`config.mk`:
```
export PLATFORM = sky130hd
export DESIGN_NAME = step_sequencer_control
export DESIGN_NICKNAME = d
export VERILOG_FILES = /design/src/step_seq_pkg.sv /design/src/operand_chain.sv /design/src/step_sequencer_control.sv
export SDC_FILE = /design/constraint.sdc
export NUM_CORES = 1
export LEC_CHECK = 0
export BUFFER_PORTS_ARGS = -buffer_cell sky130_fd_sc_hd__buf_2
export CORE_MARGIN = 1.5
export CORE_UTILIZATION = 55
export DETAILED_ROUTE_END_ITERATION = 8
export MAX_ROUTING_LAYER = met4
export PLACE_DENSITY = 0.75
export SLEW_MARGIN = 30
export SYNTH_ARGS = -nofsm -noshare
export SYNTH_HDL_FRONTEND = slang
export SYNTH_SLANG_ARGS = --single-unit
export TNS_END_PERCENT = 50
```
`constraint.sdc`:
```
create_clock -name aclk -period 2.7 [get_ports aclk]
set_input_delay 0.27 -clock aclk [delete_from_list [all_inputs] [get_ports aclk]]
set_output_delay 0.27 -clock aclk [all_outputs]
set_load 0.01 [all_outputs]
```
`src/step_seq_pkg.sv`:
```
`default_nettype none

package step_seq_pkg;

    // ********************************
    // Bus geometry and register map
    // ********************************
    localparam int ADDR_W = 8;
    localparam int DATA_W = 32;
    localparam int STRB_W = 4;
    localparam logic [ADDR_W-1:0] SOURCE_CFG_OFS = 8'h00;
    localparam logic [ADDR_W-1:0] LOGIC_CFG_OFS = 8'h04;
    localparam logic [ADDR_W-1:0] RUN_CTRL_OFS = 8'h08;
    localparam logic [ADDR_W-1:0] STATUS_OFS = 8'h0C;
    localparam logic [DATA_W-1:0] SOURCE_CFG_RST = 32'h0000_0000;
    localparam logic [DATA_W-1:0] LOGIC_CFG_RST = 32'h0000_0000;
    localparam logic [DATA_W-1:0] RUN_CTRL_RST = 32'h0000_0000;
    localparam logic [1:0] RESP_OKAY = 2'h0;
    localparam logic [1:0] RESP_SLVERR = 2'h2;

    // ********************************
    // Field positions
    // ********************************
    localparam int SRC_W = 4;
    localparam int RESET_SRC_LSB = 0;
    localparam int PAUSE_SRC_LSB = 4;
    localparam int OPER1_SRC_LSB = 8;
    localparam int OPER2_SRC_LSB = 12;
    localparam int OPER3_SRC_LSB = 16;
    localparam int COMB_W = 2;
    localparam int COMB1_LSB = 0;
    localparam int COMB2_LSB = 2;
    localparam int FORCE_W = 4;
    localparam int FORCE_LSB = 4;
    localparam int RUN_BIT = 0;
    localparam int ST_STEP_LSB = 0;
    localparam int ST_PAUSE_BIT = 4;
    localparam int ST_RUN_BIT = 5;
    localparam int ST_LOGIC_BIT = 6;
    localparam int ST_FREEZE_BIT = 7;

    // ********************************
    // Selector codes
    // ********************************
    localparam int NUM_LINES = 5;
    localparam int NUM_OPERANDS = 3;
    localparam logic [SRC_W-1:0] SRC_NONE = 4'h0;
    localparam logic [SRC_W-1:0] RESET_ONE_SHOT = 4'h6;
    localparam logic [SRC_W-1:0] PAUSE_ALWAYS = 4'h6;
    localparam logic [FORCE_W-1:0] FORCE_MIN = 4'h1;
    localparam logic [FORCE_W-1:0] FORCE_MAX = 4'h8;

    typedef enum logic [1:0] {
        COMB_PASS = 2'h0,
        COMB_AND = 2'h1,
        COMB_OR = 2'h2,
        COMB_XOR = 2'h3
    } comb_op_type;

    typedef enum logic [2:0] {
        STEP_1 = 3'h0,
        STEP_2 = 3'h1,
        STEP_3 = 3'h3,
        STEP_4 = 3'h2,
        STEP_5 = 3'h6,
        STEP_6 = 3'h7,
        STEP_7 = 3'h5,
        STEP_8 = 3'h4
    } step_type;

    // Signed selector: +k line k true, -k line k inverted, else false
    function automatic logic src_level(input logic [SRC_W-1:0] sel, input logic [NUM_LINES-1:0] lines);
        logic r;
        r = 1'b0;
        for (int k = 0; k < NUM_LINES; k++) begin
            if (sel == SRC_W'(k + 1)) begin
                r = lines[k];
            end
            if (sel == SRC_W'(-(k + 1))) begin
                r = ~lines[k];
            end
        end
        return r;
    endfunction

    function automatic logic comb_apply(input logic [COMB_W-1:0] op, input logic a, input logic b);
        logic r;
        case (comb_op_type'(op))
            COMB_AND: r = a & b;
            COMB_OR: r = a | b;
            COMB_XOR: r = a ^ b;
            default: r = a;
        endcase
        return r;
    endfunction

    function automatic step_type step_from_index(input logic [2:0] idx);
        step_type s;
        case (idx)
            3'h0: s = STEP_1;
            3'h1: s = STEP_2;
            3'h2: s = STEP_3;
            3'h3: s = STEP_4;
            3'h4: s = STEP_5;
            3'h5: s = STEP_6;
            3'h6: s = STEP_7;
            default: s = STEP_8;
        endcase
        return s;
    endfunction

endpackage

`default_nettype wire

```
`src/operand_chain.sv`:
```
`timescale 1ns/1ps
`default_nettype none

module operand_chain (
    input wire logic [step_seq_pkg::NUM_OPERANDS*step_seq_pkg::SRC_W-1:0] operand_sources,
    input wire logic [step_seq_pkg::COMB_W-1:0] first_combine_operator,
    input wire logic [step_seq_pkg::COMB_W-1:0] second_combine_operator,
    input wire logic [step_seq_pkg::NUM_LINES-1:0] lines,
    output logic result
);
    import step_seq_pkg::*;

    logic [NUM_OPERANDS-1:0] operand;
    logic first_result;

    // ********************************
    // Operand selection
    // ********************************
    genvar g;
    generate
        for (g = 0; g < NUM_OPERANDS; g++) begin : g_operand
            assign operand[g] = src_level(operand_sources[g*SRC_W +: SRC_W], lines);
        end
    endgenerate

    // ********************************
    // Combine chain
    // ********************************
    always_comb begin
        first_result = comb_apply(first_combine_operator, operand[0], operand[1]);
        result = comb_apply(second_combine_operator, first_result, operand[2]);
    end

endmodule

`default_nettype wire

```
`src/step_sequencer_control.sv`:
```
// Functional notes
// - Reset source: -5..-1 inverted, 0 none, 1..5 lines
// - Reset returns step 1, clears timers, outputs
// - Reset honoured only while sequencing stopped
// - Reset source 6: one reset, then 0
// - Pause source 6 holds pause always
// - Force values 1..8 select same step
// - Force acts only while paused
// - Operand source: inverted, false, or line
// - First operator combines operands 1 and 2
// - Operator: 0 pass, 1 AND, 2 OR, 3 XOR
// - Pause freezes timers, outputs; only force moves (code: a reset while stopped still returns step 1)
// - Second operator combines third operand, first result
//
// Added by the designer: the AXI4-Lite slave port and the register offsets.
`timescale 1ns/1ps
`default_nettype none

module step_sequencer_control (
    input wire logic aclk,
    input wire logic aresetn,
    input wire logic [step_seq_pkg::ADDR_W-1:0] s_axi_awaddr,
    input wire logic [2:0] s_axi_awprot,
    input wire logic s_axi_awvalid,
    output logic s_axi_awready,
    input wire logic [step_seq_pkg::DATA_W-1:0] s_axi_wdata,
    input wire logic [step_seq_pkg::STRB_W-1:0] s_axi_wstrb,
    input wire logic s_axi_wvalid,
    output logic s_axi_wready,
    output logic [1:0] s_axi_bresp,
    output logic s_axi_bvalid,
    input wire logic s_axi_bready,
    input wire logic [step_seq_pkg::ADDR_W-1:0] s_axi_araddr,
    input wire logic [2:0] s_axi_arprot,
    input wire logic s_axi_arvalid,
    output logic s_axi_arready,
    output logic [step_seq_pkg::DATA_W-1:0] s_axi_rdata,
    output logic [1:0] s_axi_rresp,
    output logic s_axi_rvalid,
    input wire logic s_axi_rready,
    input wire logic input_line_1,
    input wire logic input_line_2,
    input wire logic input_line_3,
    input wire logic input_line_4,
    input wire logic input_line_5,
    input wire logic transition_valid,
    input wire logic [2:0] transition_target,
    output logic [3:0] current_step_indicator,
    output logic clear_timers_outputs,
    output logic freeze_timers_outputs,
    output logic logic_result,
    output logic sequencing_running
);
    import step_seq_pkg::*;

    // ********************************
    // Input line synchroniser
    // ********************************
    logic [NUM_LINES-1:0] lines_raw;
    logic [NUM_LINES-1:0] sync1_r;
    logic [NUM_LINES-1:0] lines_r;

    assign lines_raw = {input_line_5, input_line_4, input_line_3, input_line_2, input_line_1};

    always_ff @(posedge aclk) begin
        if (!aresetn) begin
            sync1_r <= '0;
            lines_r <= '0;
        end else begin
            sync1_r <= lines_raw;
            lines_r <= sync1_r;
        end
    end

    // ********************************
    // Bus write channel
    // ********************************
    logic [ADDR_W-1:0] awaddr_r, awaddr_nxt;
    logic aw_held_r, aw_held_nxt;
    logic [DATA_W-1:0] wdata_r, wdata_nxt;
    logic [STRB_W-1:0] wstrb_r, wstrb_nxt;
    logic w_held_r, w_held_nxt;
    logic bvalid_r, bvalid_nxt;
    logic [1:0] bresp_r, bresp_nxt;
    logic wr_fire;

    assign s_axi_awready = !aw_held_r && !bvalid_r;
    assign s_axi_wready = !w_held_r && !bvalid_r;
    assign s_axi_bvalid = bvalid_r;
    assign s_axi_bresp = bresp_r;
    assign wr_fire = aw_held_r && w_held_r && !bvalid_r;

    always_comb begin
        awaddr_nxt = awaddr_r;
        aw_held_nxt = aw_held_r;
        wdata_nxt = wdata_r;
        wstrb_nxt = wstrb_r;
        w_held_nxt = w_held_r;
        bvalid_nxt = bvalid_r;
        bresp_nxt = bresp_r;
        if (s_axi_awvalid && s_axi_awready) begin
            awaddr_nxt = s_axi_awaddr;
            aw_held_nxt = 1'b1;
        end
        if (s_axi_wvalid && s_axi_wready) begin
            wdata_nxt = s_axi_wdata;
            wstrb_nxt = s_axi_wstrb;
            w_held_nxt = 1'b1;
        end
        if (wr_fire) begin
            aw_held_nxt = 1'b0;
            w_held_nxt = 1'b0;
            bvalid_nxt = 1'b1;
            case (awaddr_r)
                SOURCE_CFG_OFS, LOGIC_CFG_OFS, RUN_CTRL_OFS, STATUS_OFS: bresp_nxt = RESP_OKAY;
                default: bresp_nxt = RESP_SLVERR;
            endcase
        end else if (bvalid_r && s_axi_bready) begin
            bvalid_nxt = 1'b0;
        end
    end

    always_ff @(posedge aclk) begin
        if (!aresetn) begin
            awaddr_r <= '0;
            aw_held_r <= 1'b0;
            wdata_r <= '0;
            wstrb_r <= '0;
            w_held_r <= 1'b0;
            bvalid_r <= 1'b0;
            bresp_r <= RESP_OKAY;
        end else begin
            awaddr_r <= awaddr_nxt;
            aw_held_r <= aw_held_nxt;
            wdata_r <= wdata_nxt;
            wstrb_r <= wstrb_nxt;
            w_held_r <= w_held_nxt;
            bvalid_r <= bvalid_nxt;
            bresp_r <= bresp_nxt;
        end
    end

    // ********************************
    // Configuration registers
    // ********************************
    logic [DATA_W-1:0] source_cfg_r, source_cfg_nxt;
    logic [DATA_W-1:0] logic_cfg_r, logic_cfg_nxt;
    logic [DATA_W-1:0] run_ctrl_r, run_ctrl_nxt;
    logic [DATA_W-1:0] wr_merged;
    logic [SRC_W-1:0] reset_src;
    logic [SRC_W-1:0] pause_src;
    logic [FORCE_W-1:0] force_sel;

    assign reset_src = source_cfg_r[RESET_SRC_LSB +: SRC_W];
    assign pause_src = source_cfg_r[PAUSE_SRC_LSB +: SRC_W];
    assign force_sel = logic_cfg_r[FORCE_LSB +: FORCE_W];

    always_comb begin
        source_cfg_nxt = source_cfg_r;
        logic_cfg_nxt = logic_cfg_r;
        run_ctrl_nxt = run_ctrl_r;
        wr_merged = '0;
        if (reset_src == RESET_ONE_SHOT) begin
            source_cfg_nxt[RESET_SRC_LSB +: SRC_W] = SRC_NONE;
        end
        if (wr_fire) begin
            case (awaddr_r)
                SOURCE_CFG_OFS: wr_merged = source_cfg_r;
                LOGIC_CFG_OFS: wr_merged = logic_cfg_r;
                RUN_CTRL_OFS: wr_merged = run_ctrl_r;
                default: wr_merged = '0;
            endcase
            for (int b = 0; b < STRB_W; b++) begin
                if (wstrb_r[b]) begin
                    wr_merged[b*8 +: 8] = wdata_r[b*8 +: 8];
                end
            end
            case (awaddr_r)
                SOURCE_CFG_OFS: source_cfg_nxt = wr_merged;
                LOGIC_CFG_OFS: logic_cfg_nxt = wr_merged;
                RUN_CTRL_OFS: run_ctrl_nxt = wr_merged;
                default: ;
            endcase
        end
    end

    always_ff @(posedge aclk) begin
        if (!aresetn) begin
            source_cfg_r <= SOURCE_CFG_RST;
            logic_cfg_r <= LOGIC_CFG_RST;
            run_ctrl_r <= RUN_CTRL_RST;
        end else begin
            source_cfg_r <= source_cfg_nxt;
            logic_cfg_r <= logic_cfg_nxt;
            run_ctrl_r <= run_ctrl_nxt;
        end
    end

    // ********************************
    // Logic condition
    // ********************************
    logic logic_comb;
    logic logic_result_r;

    operand_chain u_operand_chain (
        .operand_sources(source_cfg_r[OPER1_SRC_LSB +: NUM_OPERANDS*SRC_W]),
        .first_combine_operator(logic_cfg_r[COMB1_LSB +: COMB_W]),
        .second_combine_operator(logic_cfg_r[COMB2_LSB +: COMB_W]),
        .lines(lines_r),
        .result(logic_comb)
    );

    // ********************************
    // Step control
    // ********************************
    step_type step_r, step_nxt;
    logic [3:0] indicator_r, indicator_nxt;
    logic clear_r, clear_nxt;
    logic freeze_r;
    logic pause_active;
    logic reset_req;
    logic running;

    assign running = run_ctrl_r[RUN_BIT];

    always_comb begin
        pause_active = (pause_src == PAUSE_ALWAYS) | src_level(pause_src, lines_r);
        reset_req = (reset_src == RESET_ONE_SHOT) | src_level(reset_src, lines_r);
        step_nxt = step_r;
        clear_nxt = 1'b0;
        if (reset_req && !running) begin
            step_nxt = STEP_1;
            clear_nxt = 1'b1;
        end else if (pause_active) begin
            if (force_sel >= FORCE_MIN && force_sel <= FORCE_MAX) begin
                step_nxt = step_from_index(3'(force_sel - FORCE_MIN));
            end
        end else if (running && transition_valid) begin
            step_nxt = step_from_index(transition_target);
        end
        case (step_nxt)
            STEP_1: indicator_nxt = 4'h1;
            STEP_2: indicator_nxt = 4'h2;
            STEP_3: indicator_nxt = 4'h3;
            STEP_4: indicator_nxt = 4'h4;
            STEP_5: indicator_nxt = 4'h5;
            STEP_6: indicator_nxt = 4'h6;
            STEP_7: indicator_nxt = 4'h7;
            default: indicator_nxt = 4'h8;
        endcase
    end

    always_ff @(posedge aclk) begin
        if (!aresetn) begin
            step_r <= STEP_1;
            indicator_r <= 4'h1;
            clear_r <= 1'b0;
            freeze_r <= 1'b0;
            logic_result_r <= 1'b0;
        end else begin
            step_r <= step_nxt;
            indicator_r <= indicator_nxt;
            clear_r <= clear_nxt;
            freeze_r <= pause_active;
            logic_result_r <= logic_comb;
        end
    end

    assign current_step_indicator = indicator_r;
    assign clear_timers_outputs = clear_r;
    assign freeze_timers_outputs = freeze_r;
    assign logic_result = logic_result_r;
    assign sequencing_running = run_ctrl_r[RUN_BIT];

    // ********************************
    // Bus read channel
    // ********************************
    logic rvalid_r, rvalid_nxt;
    logic [DATA_W-1:0] rdata_r, rdata_nxt;
    logic [1:0] rresp_r, rresp_nxt;
    logic [DATA_W-1:0] status_word;

    assign s_axi_arready = !rvalid_r;
    assign s_axi_rvalid = rvalid_r;
    assign s_axi_rdata = rdata_r;
    assign s_axi_rresp = rresp_r;

    always_comb begin
        status_word = '0;
        status_word[ST_STEP_LSB +: 4] = indicator_r;
        status_word[ST_PAUSE_BIT] = pause_active;
        status_word[ST_RUN_BIT] = running;
        status_word[ST_LOGIC_BIT] = logic_result_r;
        status_word[ST_FREEZE_BIT] = freeze_r;
        rvalid_nxt = rvalid_r;
        rdata_nxt = rdata_r;
        rresp_nxt = rresp_r;
        if (s_axi_arvalid && !rvalid_r) begin
            rvalid_nxt = 1'b1;
            rresp_nxt = RESP_OKAY;
            case (s_axi_araddr)
                SOURCE_CFG_OFS: rdata_nxt = source_cfg_r;
                LOGIC_CFG_OFS: rdata_nxt = logic_cfg_r;
                RUN_CTRL_OFS: rdata_nxt = run_ctrl_r;
                STATUS_OFS: rdata_nxt = status_word;
                default: begin
                    rdata_nxt = '0;
                    rresp_nxt = RESP_SLVERR;
                end
            endcase
        end else if (rvalid_r && s_axi_rready) begin
            rvalid_nxt = 1'b0;
        end
    end

    always_ff @(posedge aclk) begin
        if (!aresetn) begin
            rvalid_r <= 1'b0;
            rdata_r <= '0;
            rresp_r <= RESP_OKAY;
        end else begin
            rvalid_r <= rvalid_nxt;
            rdata_r <= rdata_nxt;
            rresp_r <= rresp_nxt;
        end
    end

endmodule

`default_nettype wire

```
==> flow_summary.toml <==
[grt]
grt_max_degree = 87
antenna_found_initial = 0
grt_pass1_wl_um = 46200
grt_pass1_vias = 9182
grt_overflow = 0
gr-usage-all-layers = 0.294

[detailed_routing]
viasPerCell = 5.96
routed_wl_um = 28600
firstDrtPassIters = 5
num_vias = 9966
drc = 0
antenna_left = 0
drtIter0Drc = 870
wl_per_cell_um = 17.1

[sta]
max-slew-margin-rel = 0.455
period_minus_slack_ns = 2.53
fin_crit_sh = 0.937
hold_viol = 0
fin_ws_ns = 0.170
fin_skew_ns = 0.00973
rsz0062_at_grt = "no"
finalHoldWorstSlack_ns = 0.0418
setup_violations = 0
setup_tns_ns = 0
slew_violations = 0
fmax_mhz = 395
tightest_slew_ns = 0.818

[worst_setup_path]
rr_worst_depth = 12
crit_path_end_kind = "register"
critPathTopFamily = "simple AND/OR/NAND/NOR gates"
critPathKind = "reg -> reg"
crit_chain = "nor2b_1, o21ai_0, a31oi_1, nor2_1, or2_2, inv_1, ha_1, mux2i_1, nor2_1, a31o_2, nand4b_1, o221ai_1"
path_common_cell = "nor2_1"
slowest_delay_ns = 0.48
path_buf_inv = 1
critPathRequiredTime_ns = 3.06
timing.rr.end = "logic_result"
r2r_start = "source_cfg_r[10]"
crit_path_start_kind = "register"
worst-path-max-fanout = 14
critPathSlowestCell = "dfxtp_2"
arrival_ns = 2.89
reg2reg_slack_ns = 0.17

[finish]
drive_above_1_share = 0.184
fill_cells = 1710
final_nets = 1476
area_growth_pct = 11.5
instances_no_fill = 1673
n_antenna_cell = 0
final_cell_area_um2 = 11900
final_core_util = 0.630

[synth]
yosysMostFrequentCell = "nand2_1"
ys_async_sr_fraction = 0
synthFlopType = "dfxtp_1"
yosysTopAreaCellShare = 0.371
ys_top_cells_by_area = "dfxtp_1 37%, nand2_1 10%, a21oi_1 7.7%"
synth_area_um2 = 10700
ys_seq_area_frac = 0.371
synthCells = 1359
yosys_warnings = 0
yosysTopAreaCell = "dfxtp_1"
synthTopCellsByCount = "294 x nand2_1, 198 x dfxtp_1, 164 x a21oi_1"
ys_seq_elements = 198
syn_area_per_cell_um2 = 7.86
ys_types = 68
synth-edff-count = 0

[clock_tree]
clock_sinks = 198
post_cts_buffers = 0
clk_path_buf_depth = 2
numCtsBuffers = 17
htreeDepth = 4
clockRootBuffer = "clkbuf_16"
worstSkewPairLatency_ns = 0.44
clk_pin_slew_worst_paths_ns = 0.07
cts_tree = "built"

[die]
die-width_um = 142
rows = 50
die_y_um = 142
die-area_um2 = 20300
core_um2 = 18900
ios = 123
start_util = 0.565

[power_and_ir_drop]
powerDensity_nw_per_um2 = 525
irDropWorstVdd_v = 0.000412
p_total_mw = 6.25
leakagePower_nw = 4.35

[worst_hold_path]
whs_endpoint = "sync1_r[1]"
min_from = "input_line_2"
hold_depth = 2
min_path_type = "in -> reg"

[placement]
port_buffers = 114
gp_congestion = 0.908
place_hpwl_um = 18000
dp.cells = 1640
postPlaceCellArea_um2 = 11300
pre_cts_ws_ns = 0.0376

[outcome]
outcome = "complete, no violations"

[job]
cap_violations = 0
==> worst register-to-register path, delay by kind of cell, from the launching register on <==
family | cells | cell delay, ns
AO/OA/AOI/OAI | 4 | 0.68
adder cells (fa/ha/maj) | 1 | 0.21
buffers and inverters | 1 | 0.06
flip-flops | 1 | 0.48
multiplexers | 1 | 0.20
AND/OR/NAND/NOR | 5 | 0.83
==> cell families (layout without fill, tap and decap cells) <==
kind of cell    count (synthesis)  after routing  synth area share
xor+xnor                       12             12           0.00984
buf+inv                       148            201            0.0615
mux                            67             67            0.0744
fa+ha+maj                       2              2           0.00234
simple gates                  533            533             0.235
other cells                     1              2          0.000351
compound gates                398            398             0.245
flops                         198            198             0.371
==> worst max-delay path by stage <==
stage                                 from           end  slack [ns]  cells after the start
final                     source_cfg_r[10]  logic_result        0.17                     12
after global routing      source_cfg_r[10]  logic_result        0.03                     12
after CTS                 source_cfg_r[10]  logic_result        0.02                     12
after detailed placement  source_cfg_r[11]  logic_result        0.04                     12
after global placement    source_cfg_r[11]  logic_result        0.13                     12
after floorplan           source_cfg_r[11]  logic_result        0.27                     13
==> cells in the final DEF, fill, tap and decap left out, types with 25 or more instances in the layout <==
cell and n:
nand2_1 294, dfxtp_1 193, a21oi_1 164, buf_2 114, nor2b_1 86, nor2_1 74, o21ai_0 43, buf_4 32
mux2i_1 31, a22oi_1 31, mux2_2 29, a41oi_1 26, a32oi_1 25
==> per-layer routing <==
metal  track usage  vias up  wire length, um  part of all wire
li1              -     4831                -                 -
met1         0.377     4720            12700              0.44
met2         0.469      351            13500              0.47
met3        0.0451       64             1580             0.055
met4         0.112        0              829             0.029
met5             -        -                0                 0
==> layout make-up <==
class,count,area (um2),share of cell area
multi-input cells,1014,6080,0.511
flip-flops and latches,198,3980,0.334
repair buffers,151,901,0.0757
clock buffers,19,433,0.0364
well taps,260,325,0.0273
clock inverters,13,121,0.0102
inverters,18,70.1,0.00588
==> power by group <==
group | switching [mW] | internal, mW
sequential | 0.0793 | 2.98
combinational | 0.484 | 0.238
clock | 1.18 | 1.29
==> registers in the layout, summed over array words and instances, names as in the netlist, 3 cells and up <==
register,count
logic_cfg_r,32
run_ctrl_r,32
s_axi_rdata,32
source_cfg_r,32
wdata_r,32
awaddr_r,8
lines_r,5
sync1_r,5
current_step_indicator,4
wstrb_r,4
step_r,3
==> what timing repair did <==
action	CTS	global route
setup endpoints to repair	0	1
hold buffers	0	1
hold endpoints to repair	0	1
resized for setup	0	6
Power figures use the tool's default switching activity.
